--- src/verilog/uart_mode_pkg.sv ---
// Purpose: Constants, state codes and the state record of the serial mode/frame block.
// Assumes: Byte-wide memory-mapped register port on the peripheral clock.
// Notes: Offsets are byte addresses of the register port.
package uart_mode_pkg;

  // ----------------------------------------
  // Register map
  // ----------------------------------------
  localparam logic [15:0] ADDR_PORT1_DIR = 16'hFF21;
  localparam logic [15:0] ADDR_PORT1_LATCH = 16'hFF01;
  localparam logic [15:0] ADDR_INPUT_SRC = 16'hFF4F;
  localparam logic [15:0] ADDR_MODE = 16'hFF50;
  localparam logic [15:0] ADDR_RX_BUF = 16'hFF52;
  localparam logic [15:0] ADDR_RX_ERR = 16'hFF53;
  localparam logic [15:0] ADDR_TX_BUF = 16'hFF55;
  localparam logic [15:0] ADDR_TX_STAT = 16'hFF56;
  localparam logic [15:0] ADDR_BAUD = 16'hFF57;
  localparam logic [15:0] ADDR_EXT = 16'hFF58;
  localparam logic [7:0] PORT1_DIR_RST = 8'hFF;
  localparam logic [7:0] PORT1_LATCH_RST = 8'h00;
  localparam logic [7:0] INPUT_SRC_RST = 8'h00;
  localparam logic [7:0] MODE_RST = 8'h01;
  localparam logic [7:0] BAUD_RST = 8'hFF;
  localparam logic [7:0] EXT_RST = 8'h16;
  localparam logic [7:0] INPUT_SRC_WMASK = 8'h03;
  localparam logic [7:0] EXT_WMASK = 8'h7F;

  // ----------------------------------------
  // Field positions
  // ----------------------------------------
  localparam int MODE_POWER = 7;
  localparam int MODE_TXEN = 6;
  localparam int MODE_RXEN = 5;
  localparam int MODE_CHAR = 2;
  localparam int MODE_STOP = 1;
  localparam int MODE_ERR_ROUTE = 0;
  localparam int EXT_BRK_FLAG = 7;
  localparam int EXT_BRK_TRIG = 6;
  localparam int EXT_ORDER = 1;
  localparam int EXT_INV = 0;
  localparam int SRC_CAPTURE = 1;
  localparam int SRC_IRQ = 0;
  localparam int TX_PIN = 3;
  localparam int RX_PIN = 4;
  localparam int SYNC_TIMER = 8;
  localparam int SYNC_IRQ = 9;
  localparam int ERR_PARITY = 2;
  localparam int ERR_FRAMING = 1;
  localparam int ERR_OVERRUN = 0;
  localparam logic [1:0] PAR_NONE = 2'b00;
  localparam logic [1:0] PAR_ZERO = 2'b01;
  localparam logic [1:0] PAR_ODD = 2'b10;
  localparam logic [1:0] PAR_EVEN = 2'b11;
  localparam logic [7:0] MIN_DIV = 8'h04;

  typedef enum logic [2:0] {
    TX_IDLE = 3'b000, TX_START = 3'b001, TX_DATA = 3'b010, TX_PAR = 3'b011, TX_STOP = 3'b100
  } tx_state_t;
  typedef enum logic [2:0] {
    RX_IDLE = 3'b000, RX_START = 3'b001, RX_DATA = 3'b010, RX_PAR = 3'b011, RX_STOP = 3'b100
  } rx_state_t;

  typedef struct packed {
    logic [7:0] dir;
    logic [7:0] latch;
    logic [7:0] srcSel;
    logic [7:0] mode;
    logic [7:0] baud;
    logic [7:0] ext;
    logic [7:0] txBuf;
    logic txBufFull;
    logic [7:0] txShift;
    logic txPar;
    tx_state_t txState;
    logic [8:0] txCnt;
    logic [2:0] txBit;
    logic txStop;
    logic txLine;
    logic txForceHi;
    rx_state_t rxState;
    logic [8:0] rxCnt;
    logic [2:0] rxBit;
    logic [7:0] rxShift;
    logic rxPar;
    logic rxPrev;
    logic [7:0] rxBuf;
    logic rxBufFull;
    logic [2:0] rxErr;
    logic [9:0] s1;
    logic [9:0] s2;
    logic [9:0] s3;
    logic [9:0] filt;
    logic [7:0] rdata;
    logic [7:0] pinOut;
    logic [7:0] pinOe;
    logic capIn;
    logic irqIn;
    logic txDone;
    logic rxDone;
    logic rxErrIrq;
  } state_t;

endpackage

--- src/verilog/uart_mode_frame_control.sv ---
// Purpose: Mode, frame format and pin routing of the asynchronous serial unit.
// Assumes: One clock; pins pass a three-stage synchroniser before use.
// Notes: Every output is a field of the registered state record.
`timescale 1ns/1ns
`default_nettype none
module uart_mode_frame_control #(
  parameter int MIN_DIVISOR = 4
) (
  // Clock, reset and enable
  input wire logic clock,
  input wire logic reset_n,
  input wire logic clockEn,
  // Register port
  input wire logic [15:0] regAddr,
  input wire logic regWrite,
  input wire logic regRead,
  input wire logic [7:0] regWdata,
  input wire logic [7:0] regWmask,
  output logic [7:0] regRdata,
  // Port 1 pins
  input wire logic [7:0] port1In,
  output logic [7:0] port1Out,
  output logic [7:0] port1Oe,
  // Dedicated input pins and routed inputs
  input wire logic timerPinIn,
  input wire logic irqPinIn,
  output logic timerCaptureIn,
  output logic extIrqIn,
  // Event pulses
  output logic txDoneIrq,
  output logic rxDoneIrq,
  output logic rxErrIrq
);
  import uart_mode_pkg::*;

  if (MIN_DIVISOR != 4) begin : g_bad_div
    $error("MIN_DIVISOR must match the smallest divider the baud logic serves");
  end

  // ----------------------------------------
  // Helpers
  // ----------------------------------------
  function automatic logic [7:0] merge(input logic [7:0] old, input logic [7:0] d,
                                       input logic [7:0] m);
    merge = (old & ~m) | (d & m);
  endfunction

  // Turns a character into its line order, least significant first when EXT_ORDER is set, else most significant first; self-inverse.
  function automatic logic [7:0] orderBits(input logic [7:0] d, input logic seven,
                                           input logic msb);
    logic [7:0] r;
    r = 8'h00;
    for (int i = 0; i < 8; i++) begin
      r[i] = d[7 - i];
    end
    if (!msb) begin
      orderBits = seven ? {1'b0, d[6:0]} : d;
    end else begin
      orderBits = seven ? {1'b0, r[7:1]} : r;
    end
  endfunction

  function automatic logic parityBit(input logic [7:0] d, input logic seven,
                                     input logic [1:0] sel);
    logic ones;
    ones = seven ? ^d[6:0] : ^d;
    case (sel)
      PAR_EVEN: parityBit = ones;
      PAR_ODD: parityBit = ~ones;
      default: parityBit = 1'b0;
    endcase
  endfunction

  state_t st_r;
  state_t st_nxt;
  logic power;
  logic txOn;
  logic rxOn;
  logic seven;
  logic msb;
  logic [1:0] par;
  logic [2:0] lastBit;
  logic [7:0] div;
  logic [8:0] bitTicks;
  logic [8:0] halfTicks;
  logic rxLine;
  logic [7:0] rxData;
  logic [2:0] rxErrNew;

  // ----------------------------------------
  // Next state
  // ----------------------------------------
  always_comb begin
    st_nxt = st_r;
    st_nxt.txDone = 1'b0;
    st_nxt.rxDone = 1'b0;
    st_nxt.rxErrIrq = 1'b0;
    rxData = 8'h00;
    rxErrNew = 3'b000;
    st_nxt.s1 = {irqPinIn, timerPinIn, port1In};
    st_nxt.s2 = st_r.s1;
    st_nxt.s3 = st_r.s2;
    for (int i = 0; i < 10; i++) begin
      if (st_r.s2[i] == st_r.s3[i]) begin
        st_nxt.filt[i] = st_r.s3[i];
      end
    end
    power = st_r.mode[MODE_POWER];
    txOn = power & st_r.mode[MODE_TXEN];
    rxOn = power & st_r.mode[MODE_RXEN];
    seven = ~st_r.mode[MODE_CHAR];
    msb = ~st_r.ext[EXT_ORDER];
    par = st_r.mode[4:3];
    lastBit = seven ? 3'd6 : 3'd7;
    div = (st_r.baud < MIN_DIV) ? MIN_DIV : st_r.baud;
    bitTicks = {div, 1'b0} - 9'd1;
    halfTicks = {1'b0, div} - 9'd1;
    rxLine = rxOn ? st_r.filt[RX_PIN] : 1'b1;

    // Transmitter.
    if (st_r.txState != TX_IDLE && st_r.txCnt != 9'd0) begin
      st_nxt.txCnt = st_r.txCnt - 9'd1;
    end else begin
      st_nxt.txCnt = bitTicks;
      case (st_r.txState)
        TX_IDLE: begin
          st_nxt.txLine = 1'b1;
          if (st_r.txBufFull) begin
            st_nxt.txShift = orderBits(st_r.txBuf, seven, msb);
            st_nxt.txPar = parityBit(st_r.txBuf, seven, par);
            st_nxt.txBufFull = 1'b0;
            st_nxt.txState = TX_START;
            st_nxt.txLine = 1'b0;
          end
        end
        TX_START: begin
          st_nxt.txState = TX_DATA;
          st_nxt.txLine = st_r.txShift[0];
          st_nxt.txShift = st_r.txShift >> 1;
          st_nxt.txBit = 3'd0;
        end
        TX_DATA: begin
          if (st_r.txBit == lastBit) begin
            st_nxt.txState = (par == PAR_NONE) ? TX_STOP : TX_PAR;
            st_nxt.txLine = (par == PAR_NONE) ? 1'b1 : st_r.txPar;
            st_nxt.txStop = 1'b0;
          end else begin
            st_nxt.txBit = st_r.txBit + 3'd1;
            st_nxt.txLine = st_r.txShift[0];
            st_nxt.txShift = st_r.txShift >> 1;
          end
        end
        TX_PAR: begin
          st_nxt.txState = TX_STOP;
          st_nxt.txLine = 1'b1;
          st_nxt.txStop = 1'b0;
        end
        TX_STOP: begin
          if (st_r.txStop == st_r.mode[MODE_STOP]) begin
            st_nxt.txState = TX_IDLE;
            st_nxt.txDone = 1'b1;
            st_nxt.txCnt = 9'd0;
          end else begin
            st_nxt.txStop = 1'b1;
          end
        end
        default: st_nxt.txState = TX_IDLE;
      endcase
    end

    // Register port; a buffer write after the load above is kept for the next frame.
    if (regWrite) begin
      case (regAddr)
        ADDR_PORT1_DIR: st_nxt.dir = merge(st_r.dir, regWdata, regWmask);
        ADDR_PORT1_LATCH: st_nxt.latch = merge(st_r.latch, regWdata, regWmask);
        ADDR_INPUT_SRC: st_nxt.srcSel = merge(st_r.srcSel, regWdata, regWmask & INPUT_SRC_WMASK);
        ADDR_MODE: st_nxt.mode = merge(st_r.mode, regWdata, regWmask);
        ADDR_BAUD: st_nxt.baud = merge(st_r.baud, regWdata, regWmask);
        ADDR_EXT: st_nxt.ext = merge(st_r.ext, regWdata, regWmask & EXT_WMASK);
        ADDR_TX_BUF: begin
          if (txOn) begin
            st_nxt.txBuf = regWdata;
            st_nxt.txBufFull = 1'b1;
          end
        end
        default: ;
      endcase
    end
    if (regRead) begin
      case (regAddr)
        ADDR_PORT1_DIR: st_nxt.rdata = st_r.dir;
        ADDR_PORT1_LATCH: st_nxt.rdata = st_r.latch;
        ADDR_INPUT_SRC: st_nxt.rdata = st_r.srcSel;
        ADDR_MODE: st_nxt.rdata = st_r.mode;
        ADDR_BAUD: st_nxt.rdata = st_r.baud;
        ADDR_EXT: st_nxt.rdata = {st_r.ext[EXT_BRK_FLAG], 1'b0, st_r.ext[5:0]};
        ADDR_TX_STAT: st_nxt.rdata = {6'h00, st_r.txBufFull, st_r.txState != TX_IDLE};
        ADDR_RX_BUF: begin
          st_nxt.rdata = st_r.rxBuf;
          st_nxt.rxBufFull = 1'b0;
        end
        ADDR_RX_ERR: begin
          st_nxt.rdata = {5'h00, st_r.rxErr};
          st_nxt.rxErr = 3'b000;
        end
        default: st_nxt.rdata = 8'h00;
      endcase
    end

    // Receiver; it runs after the read clears so that a new event wins.
    st_nxt.rxPrev = rxLine;
    if (st_r.rxState != RX_IDLE && st_r.rxCnt != 9'd0) begin
      st_nxt.rxCnt = st_r.rxCnt - 9'd1;
    end else begin
      st_nxt.rxCnt = bitTicks;
      case (st_r.rxState)
        RX_IDLE: begin
          if (st_r.rxPrev && !rxLine) begin
            st_nxt.rxState = RX_START;
            st_nxt.rxCnt = halfTicks;
          end
        end
        RX_START: begin
          st_nxt.rxState = rxLine ? RX_IDLE : RX_DATA;
          st_nxt.rxBit = 3'd0;
        end
        RX_DATA: begin
          st_nxt.rxShift = {rxLine, st_r.rxShift[7:1]};
          st_nxt.rxBit = st_r.rxBit + 3'd1;
          if (st_r.rxBit == lastBit) begin
            st_nxt.rxState = (par == PAR_NONE) ? RX_STOP : RX_PAR;
          end
        end
        RX_PAR: begin
          st_nxt.rxPar = rxLine;
          st_nxt.rxState = RX_STOP;
        end
        RX_STOP: begin
          st_nxt.rxState = RX_IDLE;
          st_nxt.rxCnt = 9'd0;
          rxData = orderBits(seven ? {1'b0, st_r.rxShift[7:1]} : st_r.rxShift, seven, msb);
          rxErrNew[ERR_PARITY] = (par == PAR_EVEN || par == PAR_ODD) &&
                                 (parityBit(rxData, seven, par) != st_r.rxPar);
          rxErrNew[ERR_FRAMING] = ~rxLine;
          rxErrNew[ERR_OVERRUN] = st_nxt.rxBufFull;
          if (!st_nxt.rxBufFull) begin
            st_nxt.rxBuf = rxData;
            st_nxt.rxBufFull = 1'b1;
          end
          st_nxt.rxErr = st_nxt.rxErr | rxErrNew;
          if (rxErrNew != 3'b000 && !st_r.mode[MODE_ERR_ROUTE]) begin
            st_nxt.rxErrIrq = 1'b1;
          end else begin
            st_nxt.rxDone = 1'b1;
          end
        end
        default: st_nxt.rxState = RX_IDLE;
      endcase
    end

    // Enable and power side effects.
    if (!txOn) begin
      st_nxt.txState = TX_IDLE;
      st_nxt.txCnt = 9'd0;
      st_nxt.txLine = 1'b1;
      st_nxt.txBufFull = 1'b0;
      st_nxt.txDone = 1'b0;
    end
    if (!rxOn) begin
      st_nxt.rxState = RX_IDLE;
      st_nxt.rxCnt = 9'd0;
      st_nxt.rxPrev = 1'b1;
      st_nxt.rxDone = 1'b0;
      st_nxt.rxErrIrq = 1'b0;
    end
    if (!power) begin
      st_nxt.rxErr = 3'b000;
      st_nxt.txBufFull = 1'b0;
      st_nxt.ext[EXT_BRK_FLAG] = 1'b0;
      st_nxt.ext[EXT_BRK_TRIG] = 1'b0;
      st_nxt.rxBuf = 8'h00;
      st_nxt.rxBufFull = 1'b0;
      if (st_r.txState != TX_IDLE) begin
        st_nxt.txForceHi = 1'b1;
      end
    end else begin
      st_nxt.txForceHi = 1'b0;
    end

    // Pins and routed inputs.
    for (int i = 0; i < 8; i++) begin
      st_nxt.pinOe[i] = ~st_r.dir[i];
      st_nxt.pinOut[i] = st_r.latch[i];
    end
    if (txOn) begin
      st_nxt.pinOut[TX_PIN] = st_r.txLine ^ st_r.ext[EXT_INV];
    end else if (st_r.txForceHi) begin
      st_nxt.pinOut[TX_PIN] = 1'b1;
    end
    st_nxt.capIn = st_r.srcSel[SRC_CAPTURE] ? st_r.filt[RX_PIN] : st_r.filt[SYNC_TIMER];
    st_nxt.irqIn = st_r.srcSel[SRC_IRQ] ? st_r.filt[RX_PIN] : st_r.filt[SYNC_IRQ];
  end

  // ----------------------------------------
  // State register
  // ----------------------------------------
  always_ff @(posedge clock or negedge reset_n) begin
    if (!reset_n) begin
      st_r <= '0;
      st_r.dir <= PORT1_DIR_RST;
      st_r.latch <= PORT1_LATCH_RST;
      st_r.srcSel <= INPUT_SRC_RST;
      st_r.mode <= MODE_RST;
      st_r.baud <= BAUD_RST;
      st_r.ext <= EXT_RST;
      st_r.txLine <= 1'b1;
      st_r.rxPrev <= 1'b1;
      st_r.s1 <= 10'h3FF;
      st_r.s2 <= 10'h3FF;
      st_r.s3 <= 10'h3FF;
      st_r.filt <= 10'h3FF;
    end else if (clockEn) begin
      st_r <= st_nxt;
    end
  end

  assign regRdata = st_r.rdata;
  assign port1Out = st_r.pinOut;
  assign port1Oe = st_r.pinOe;
  assign timerCaptureIn = st_r.capIn;
  assign extIrqIn = st_r.irqIn;
  assign txDoneIrq = st_r.txDone;
  assign rxDoneIrq = st_r.rxDone;
  assign rxErrIrq = st_r.rxErrIrq;
endmodule // uart_mode_frame_control
`default_nettype wire

--- config.mk ---
export PLATFORM = sky130hd
export DESIGN_NAME = uart_mode_frame_control
export DESIGN_NICKNAME = d
export VERILOG_FILES = /design/src/verilog/uart_mode_pkg.sv /design/src/verilog/uart_mode_frame_control.sv
export SDC_FILE = /design/constraint.sdc
export NUM_CORES = 1
export LEC_CHECK = 0
export ABC_AREA = 0
export BUFFER_PORTS_ARGS = -buffer_cell sky130_fd_sc_hd__buf_2
export CAP_MARGIN = 20
export CORE_MARGIN = 5
export CORE_UTILIZATION = 60
export DETAILED_ROUTE_END_ITERATION = 8
export GPL_TIMING_DRIVEN = 0
export PLACE_DENSITY_LB_ADDON = 0.15
export SYNTH_ARGS = -nofsm -noshare
export SYNTH_HDL_FRONTEND = slang
export SYNTH_SLANG_ARGS = --single-unit
--- constraint.sdc ---
create_clock -name clock -period 3.68 [get_ports clock]
set_input_delay 0.184 -clock clock [delete_from_list [all_inputs] [get_ports clock]]
set_output_delay 0.184 -clock clock [all_outputs]
set_load 0.05 [all_outputs]
# After elaboration in Yosys (flattened, before gate mapping)
# Index checks and enable logic that the tools add are counted.
word_totals:
  ff_bits: 183
  in_bits: 47
  out_inout_bits: 29
  wordCells: 257
classes:
  addsub: 6
  n_lt_le_gt_ge: 1
  n_eq_ne: 44
  n_mux: 82
  bitwise_logic: 35
  n_reduce_logical: 49
ops:
  columns: ["operator", "n"]
  rows:
  - ["$eq 16x16->1 const B", 10]
  - ["$mux 12", 8]
  - ["$mux 8", 12]
  - ["$pmux 8 s9", 1]
  - ["$and 8x8->8", 7]
  - ["$mux 9", 6]
  - ["$or 8x8->8", 6]
  - ["$reduce_and 3->1", 11]
  - ["$mux 1", 31]
  - ["$sub 9x1->9 const B", 3]
  - ["$pmux 8 s3", 1]
  - ["$reduce_and 4->1", 5]
  - ["$mux 3", 6]
  - ["$ne 2x2->1 const B", 9]
  - ["$pmux 9 s2", 1]
  - ["$reduce_bool 9->1", 2]
  - ["$mux 17", 1]
  - ["$reduce_xor 8->1", 2]
  - ["$ne 3x3->1 const B", 5]
  - ["$pmux 3 s5", 1]
  - ["$reduce_and 5->1", 3]
  - ["$reduce_bool 3->1", 5]
  - ["$reduce_xor 7->1", 2]
  - ["$mux 13", 1]
  - ["35 further kinds", 78]

# Logic depth before layout (Yosys ltp)
logic_depth:
  ltp_word: 19
  mapped_depth: 12

# Worst setup path before layout
# Ideal clock, no wire load.
synth_timing:
  path_type: "reg2reg"
  start: "register st_r[112] in the netlist's numbering"
  end: "register st_r[109] in the netlist's numbering"
  setup_time_ns: 0.124
  t_arrival_ns: 2.758
  required_time_ns: 3.556
  slack_ns: 0.798
  stages_incl_launch_ff: 10
  path_buffers: 0
  synth_period_minus_slack_ns: 2.882
  cell_sequence: "dfrtp_1 > inv_1 > ha_1 > or4b_4 > or2_4 > or4_4 > and2_4 > or3_4 > a21o_1 > a211o_1"
synth_via:
  elab_chain_len: 4
synth_rtl:
  columns: ["item", "line_no", "text"]
  rows:
  - ["from (decl)", "uart_mode_frame_control.sv:74", "state_t st_r;"]
  - ["from (signal assigned)", "uart_mode_frame_control.sv:323", "st_r <= st_nxt;"]
  - ["$reduce_bool 9->1", "uart_mode_frame_control.sv:121", "if (st_r.txState != TX_IDLE && st_r.txCnt != 9'd0) begin"]
  - ["$logic_and 1x1->1", "uart_mode_frame_control.sv:121", null]
  - ["$not 1->1 (no line)", null, null]
  - ["$reduce_and 4->1 (no line)", null, null]
# No other way between the ends.
# A chain may end at the register's enable or synchronous reset.

# Worst setup path after layout
layout_timing:
  start: "register st_r[157] in the netlist's numbering"
  end: "register st_r[98] in the netlist's numbering"
layout_via:
  elab_chain_len: 7
layout_rtl:
  columns: ["item", "line_no", "text"]
  rows:
  - ["$lt 8x3->1 (*)", "uart_mode_frame_control.sv:115", "div = (st_r.baud < MIN_DIV) ? MIN_DIV : st_r.baud;"]
  - ["$mux 8 (*)", "uart_mode_frame_control.sv:115", null]
  - ["$sub 9x1->9 / $sub 8x1->9 (equally long branches)", "uart_mode_frame_control.sv:116, uart_mode_frame_control.sv:117", null]
  - ["$mux 12", "uart_mode_frame_control.sv:218", "if (st_r.rxPrev && !rxLine) begin"]
  - ["$pmux 9 s2 (*)", "uart_mode_frame_control.sv:216", "case (st_r.rxState)"]
  - ["$mux 9 (*)", "uart_mode_frame_control.sv:212", "if (st_r.rxState != RX_IDLE && st_r.rxCnt != 9'd0) begin"]
  - ["$mux 12 (*)", "uart_mode_frame_control.sv:269", "if (!rxOn) begin"]
# Every way passes the cells marked *; elsewhere a longest branch is shown, timed or not. The select of a mux whose other input is x is not followed.

==> impl_metrics.toml <==
[cts]
htree_num_levels = 4
root_buffer = "clkbuf_16"
clk_latency_ns = 0.43
cts_tree = "yes"
clock_path_buffers = 2
cts_setup_buffers = 0
path_clk_slew_ns = 0.07
cts.sinks = 154
post_cts_resized = 0
numCtsBuffers = 17

[floorplanning]
ios = 76
fp.dieW_um = 128.4
die_h_um = 128.4
std_cell_rows = 43
core_area_um2 = 13830
die_area_um2 = 16480
initial_utilization_pct = 60.80

[grt]
grt_usage_pct = 29.35
antenna_found_initial = 1
grt_pass1_vias = 7021
grt_pass1_wl_mm = 37.66
grt-ovfl-total = 0
grt_max_degree = 102

[drt]
routed_via_density = 6.141
avgRoutedWirePerCell_um = 19.89
routed_wirelength_mm = 23.21
drt_iter0_markers = 823
ant_nets = 0
drc = 0
vias = 7166
first_pass_iters = 6

[pwr]
total_leakage_power_uw = 0.004198
power_uw = 3903
p_per_area_nw_per_um2 = 403.7
vdd_drop_max_v = 0.0003439

[logic_synthesis]
synth_compound_area_share_pct = 16.43
syn_area_um2 = 8407
synth_top_family_by_area = "compound AO/OA/AOI/OAI gates"
synth_ff_type = "dfrtp_1"
async_flop_share_pct = 100.0
ys_types = 69
synth_edf_count = 0
ys_warn_count = 0
syn-num-nets = 932
synth-simple-area-share_pct = 15.81
synthMuxAreaShare_pct = 13.02
synth-adder-area-share_pct = 0.7442
netlist_instances = 880
synth-seq-cells = 154
synth_xor_area_share_pct = 2.456
ys_seq_area_share_pct = 46.35
avgSynthCellArea_um2 = 9.553

[critical_path]
regToRegEndpoint = "st_r[98]"
critPathArrivalTime_ns = 3.55
cp-end-kind = "flop"
crit_chain = "nor3_1 -> nand2_1 -> o21ai_0 -> ha_1 -> nor2b_1 -> nand2_1 -> o21ai_0 -> nand2_1 -> a31o_2 -> o21ai_0 -> o2bb2ai_1"
reg2reg_setup_slack_ns = 0.47
path_delay_family = "compound AO/OA/AOI/OAI gates"
cp-start-kind = "flop"
cp_slowest_cell = "o21ai_0"
slowest_delay_ns = 0.51
r2r_start = "st_r[157]"
worst_r2r_path_depth = 11
cp_max_fo = 5
cp.depth = 11
worstSetupPathType = "flop to flop"
cp-startpoint = "st_r[157]"
cp_data_required_time_ns = 4.02
crit_buf_inv = 0

[place]
dp_cells = 1130
place_hpwl_mm = 16.15
place_congestion = 0.9353
port_buffers = 66

[run]
max-cap-violations = 0

[sta]
skew_ns = 0.01280
layout_min_cycle_time_ns = 3.208
max_freq_mhz = 311.8
min_period_over_period_pct = 87.17
final_max_slew_viol_count = 0
finalHoldViolations = 0
slew-limit-headroom_pct = 28.73
rsz0062_at_grt = "false"
worst_pin_slew_ns = 1.061
finalSetupViolations = 0
tns_ns = 0

[cells_and_area]
fillerInstances = 1092
fin_nets = 1026
syn_to_final_growth_pct = 14.99
drive_gt1_share_pct = 25.73
final_cell_mix = "dfrtp_1, nand2_1, o21ai_0"
layout_commonest_cell = "dfrtp_1"
fin_cells = 1167
antennaDiodeCount = 0

[worst_hold_path]
whs_path_depth = 2
worstHoldEndpoint = "st_r[153]"
hold_path.class = "primary input to flop"
holdCritStartpoint = "regWdata[3]"

[outcome]
outcome = "complete, no violations"
[Yosys cell counts (7+ instances only)]
library cell  number  area (µm²)
a21o_1            10       75.07
nand3_1           16       80.08
nor2_1            59       221.5
inv_1             23       86.33
o21ai_0           97       485.5
xnor2_1           17       148.9
nand2b_1          10       62.56
nand4_1            9       56.30
nor4_1             7       43.79
dfrtp_1          120        3003
dfstp_2           34       893.4
mux2_2            75       844.6
nand2_1          118       442.9
nor3_1            22       110.1
mux2i_1           25       250.2
clkbuf_1          35       131.4
a21oi_1           58       290.3
buf_4             24       180.2
a221oi_1           7       61.31
[layer usage]
layer / vias to the layer above / wire (µm) / global-route usage, %
li1: 3328 / - / -
met1: 3469 / 9689 / 40.36
met2: 310 / 11020 / 45.11
met3: 57 / 1805 / 7.887
met4: 2 / 680 / 10.67
met5: - / 13 / 0
[worst max-delay path by stage]
stage	to
after global placement	port1Out[2]
final	st_r[98]
after CTS	st_r[98]
after global routing	st_r[98]
after detailed placement	st_r[109]
after floorplan	st_r[109]
[power by group]
part           leakage (µW)  switching, µW  internal, µW  total [µW]
clock              0.000298            778          1020        1800
sequential          0.00196           40.7          1770        1810
combinational       0.00194            200          91.7         291
[worst reg2reg max path, delay by kind of cell, from the launching register on]
kind            cells  cell delay [ns]
compound gates      5             1.49
simple gates        5             0.90
flops               1             0.41
fa+ha+maj           1             0.33
[registers in the layout (all words and copies together) (netlist names)]
register	cells
rxErrIrq	1
timerCaptureIn	1
st_nxt	13
txDoneIrq	1
port1Out	8
st_r	109
regRdata	8
par	2
port1Oe	8
extIrqIn	1
rxDoneIrq	1
power	1
[layout make-up]
class | count | area [µm²] | area share, %
inverter | 24 | 90.09 | 0.9319
buffer | 66 | 346.6 | 3.585
clock buffer | 19 | 464.2 | 4.802
timing repair buffer | 75 | 426.7 | 4.414
sequential | 154 | 3896 | 40.31
clock inverter | 13 | 143.9 | 1.488
tap | 180 | 225.2 | 2.330
multi-input combinational | 636 | 4074 | 42.14
[timing repair]
| item | in CTS | in global routing |
|---|---|---|
| setup endpoints to repair | 0 | 0 |
| endpoints found under the hold margin | 50 | 0 |
| hold buffers | 4 | 0 |
[through the flow]
stage          hold slack, ns  util [%]  setup WS [ns]  area (µm²)
3_3_place_gp           0.4154     64.82         0.1297        8962
6_report              0.08735     69.91         0.4723        9667
2_1_floorplan         -0.1116         -         0.7985        8407
4_1_cts               0.06919     69.88         0.5494        9662
3_5_place_dp           0.1848     65.19         0.5769        9014
5_1_grt               0.07954     69.91         0.1535        9667
[kinds of logic (layout without fill, tap and decap cells)]
kind of cell | Yosys count | in the layout
DFF | 154 | 154
muxes | 100 | 100
and+or+nand+nor | 281 | 281
buffers and inverters | 90 | 197
AOI/OAI and AO/OA | 228 | 228
adders and majority gates | 5 | 5
xor gates and xnor gates | 22 | 22
No activity file was read; power rests on OpenSTA's default activity.
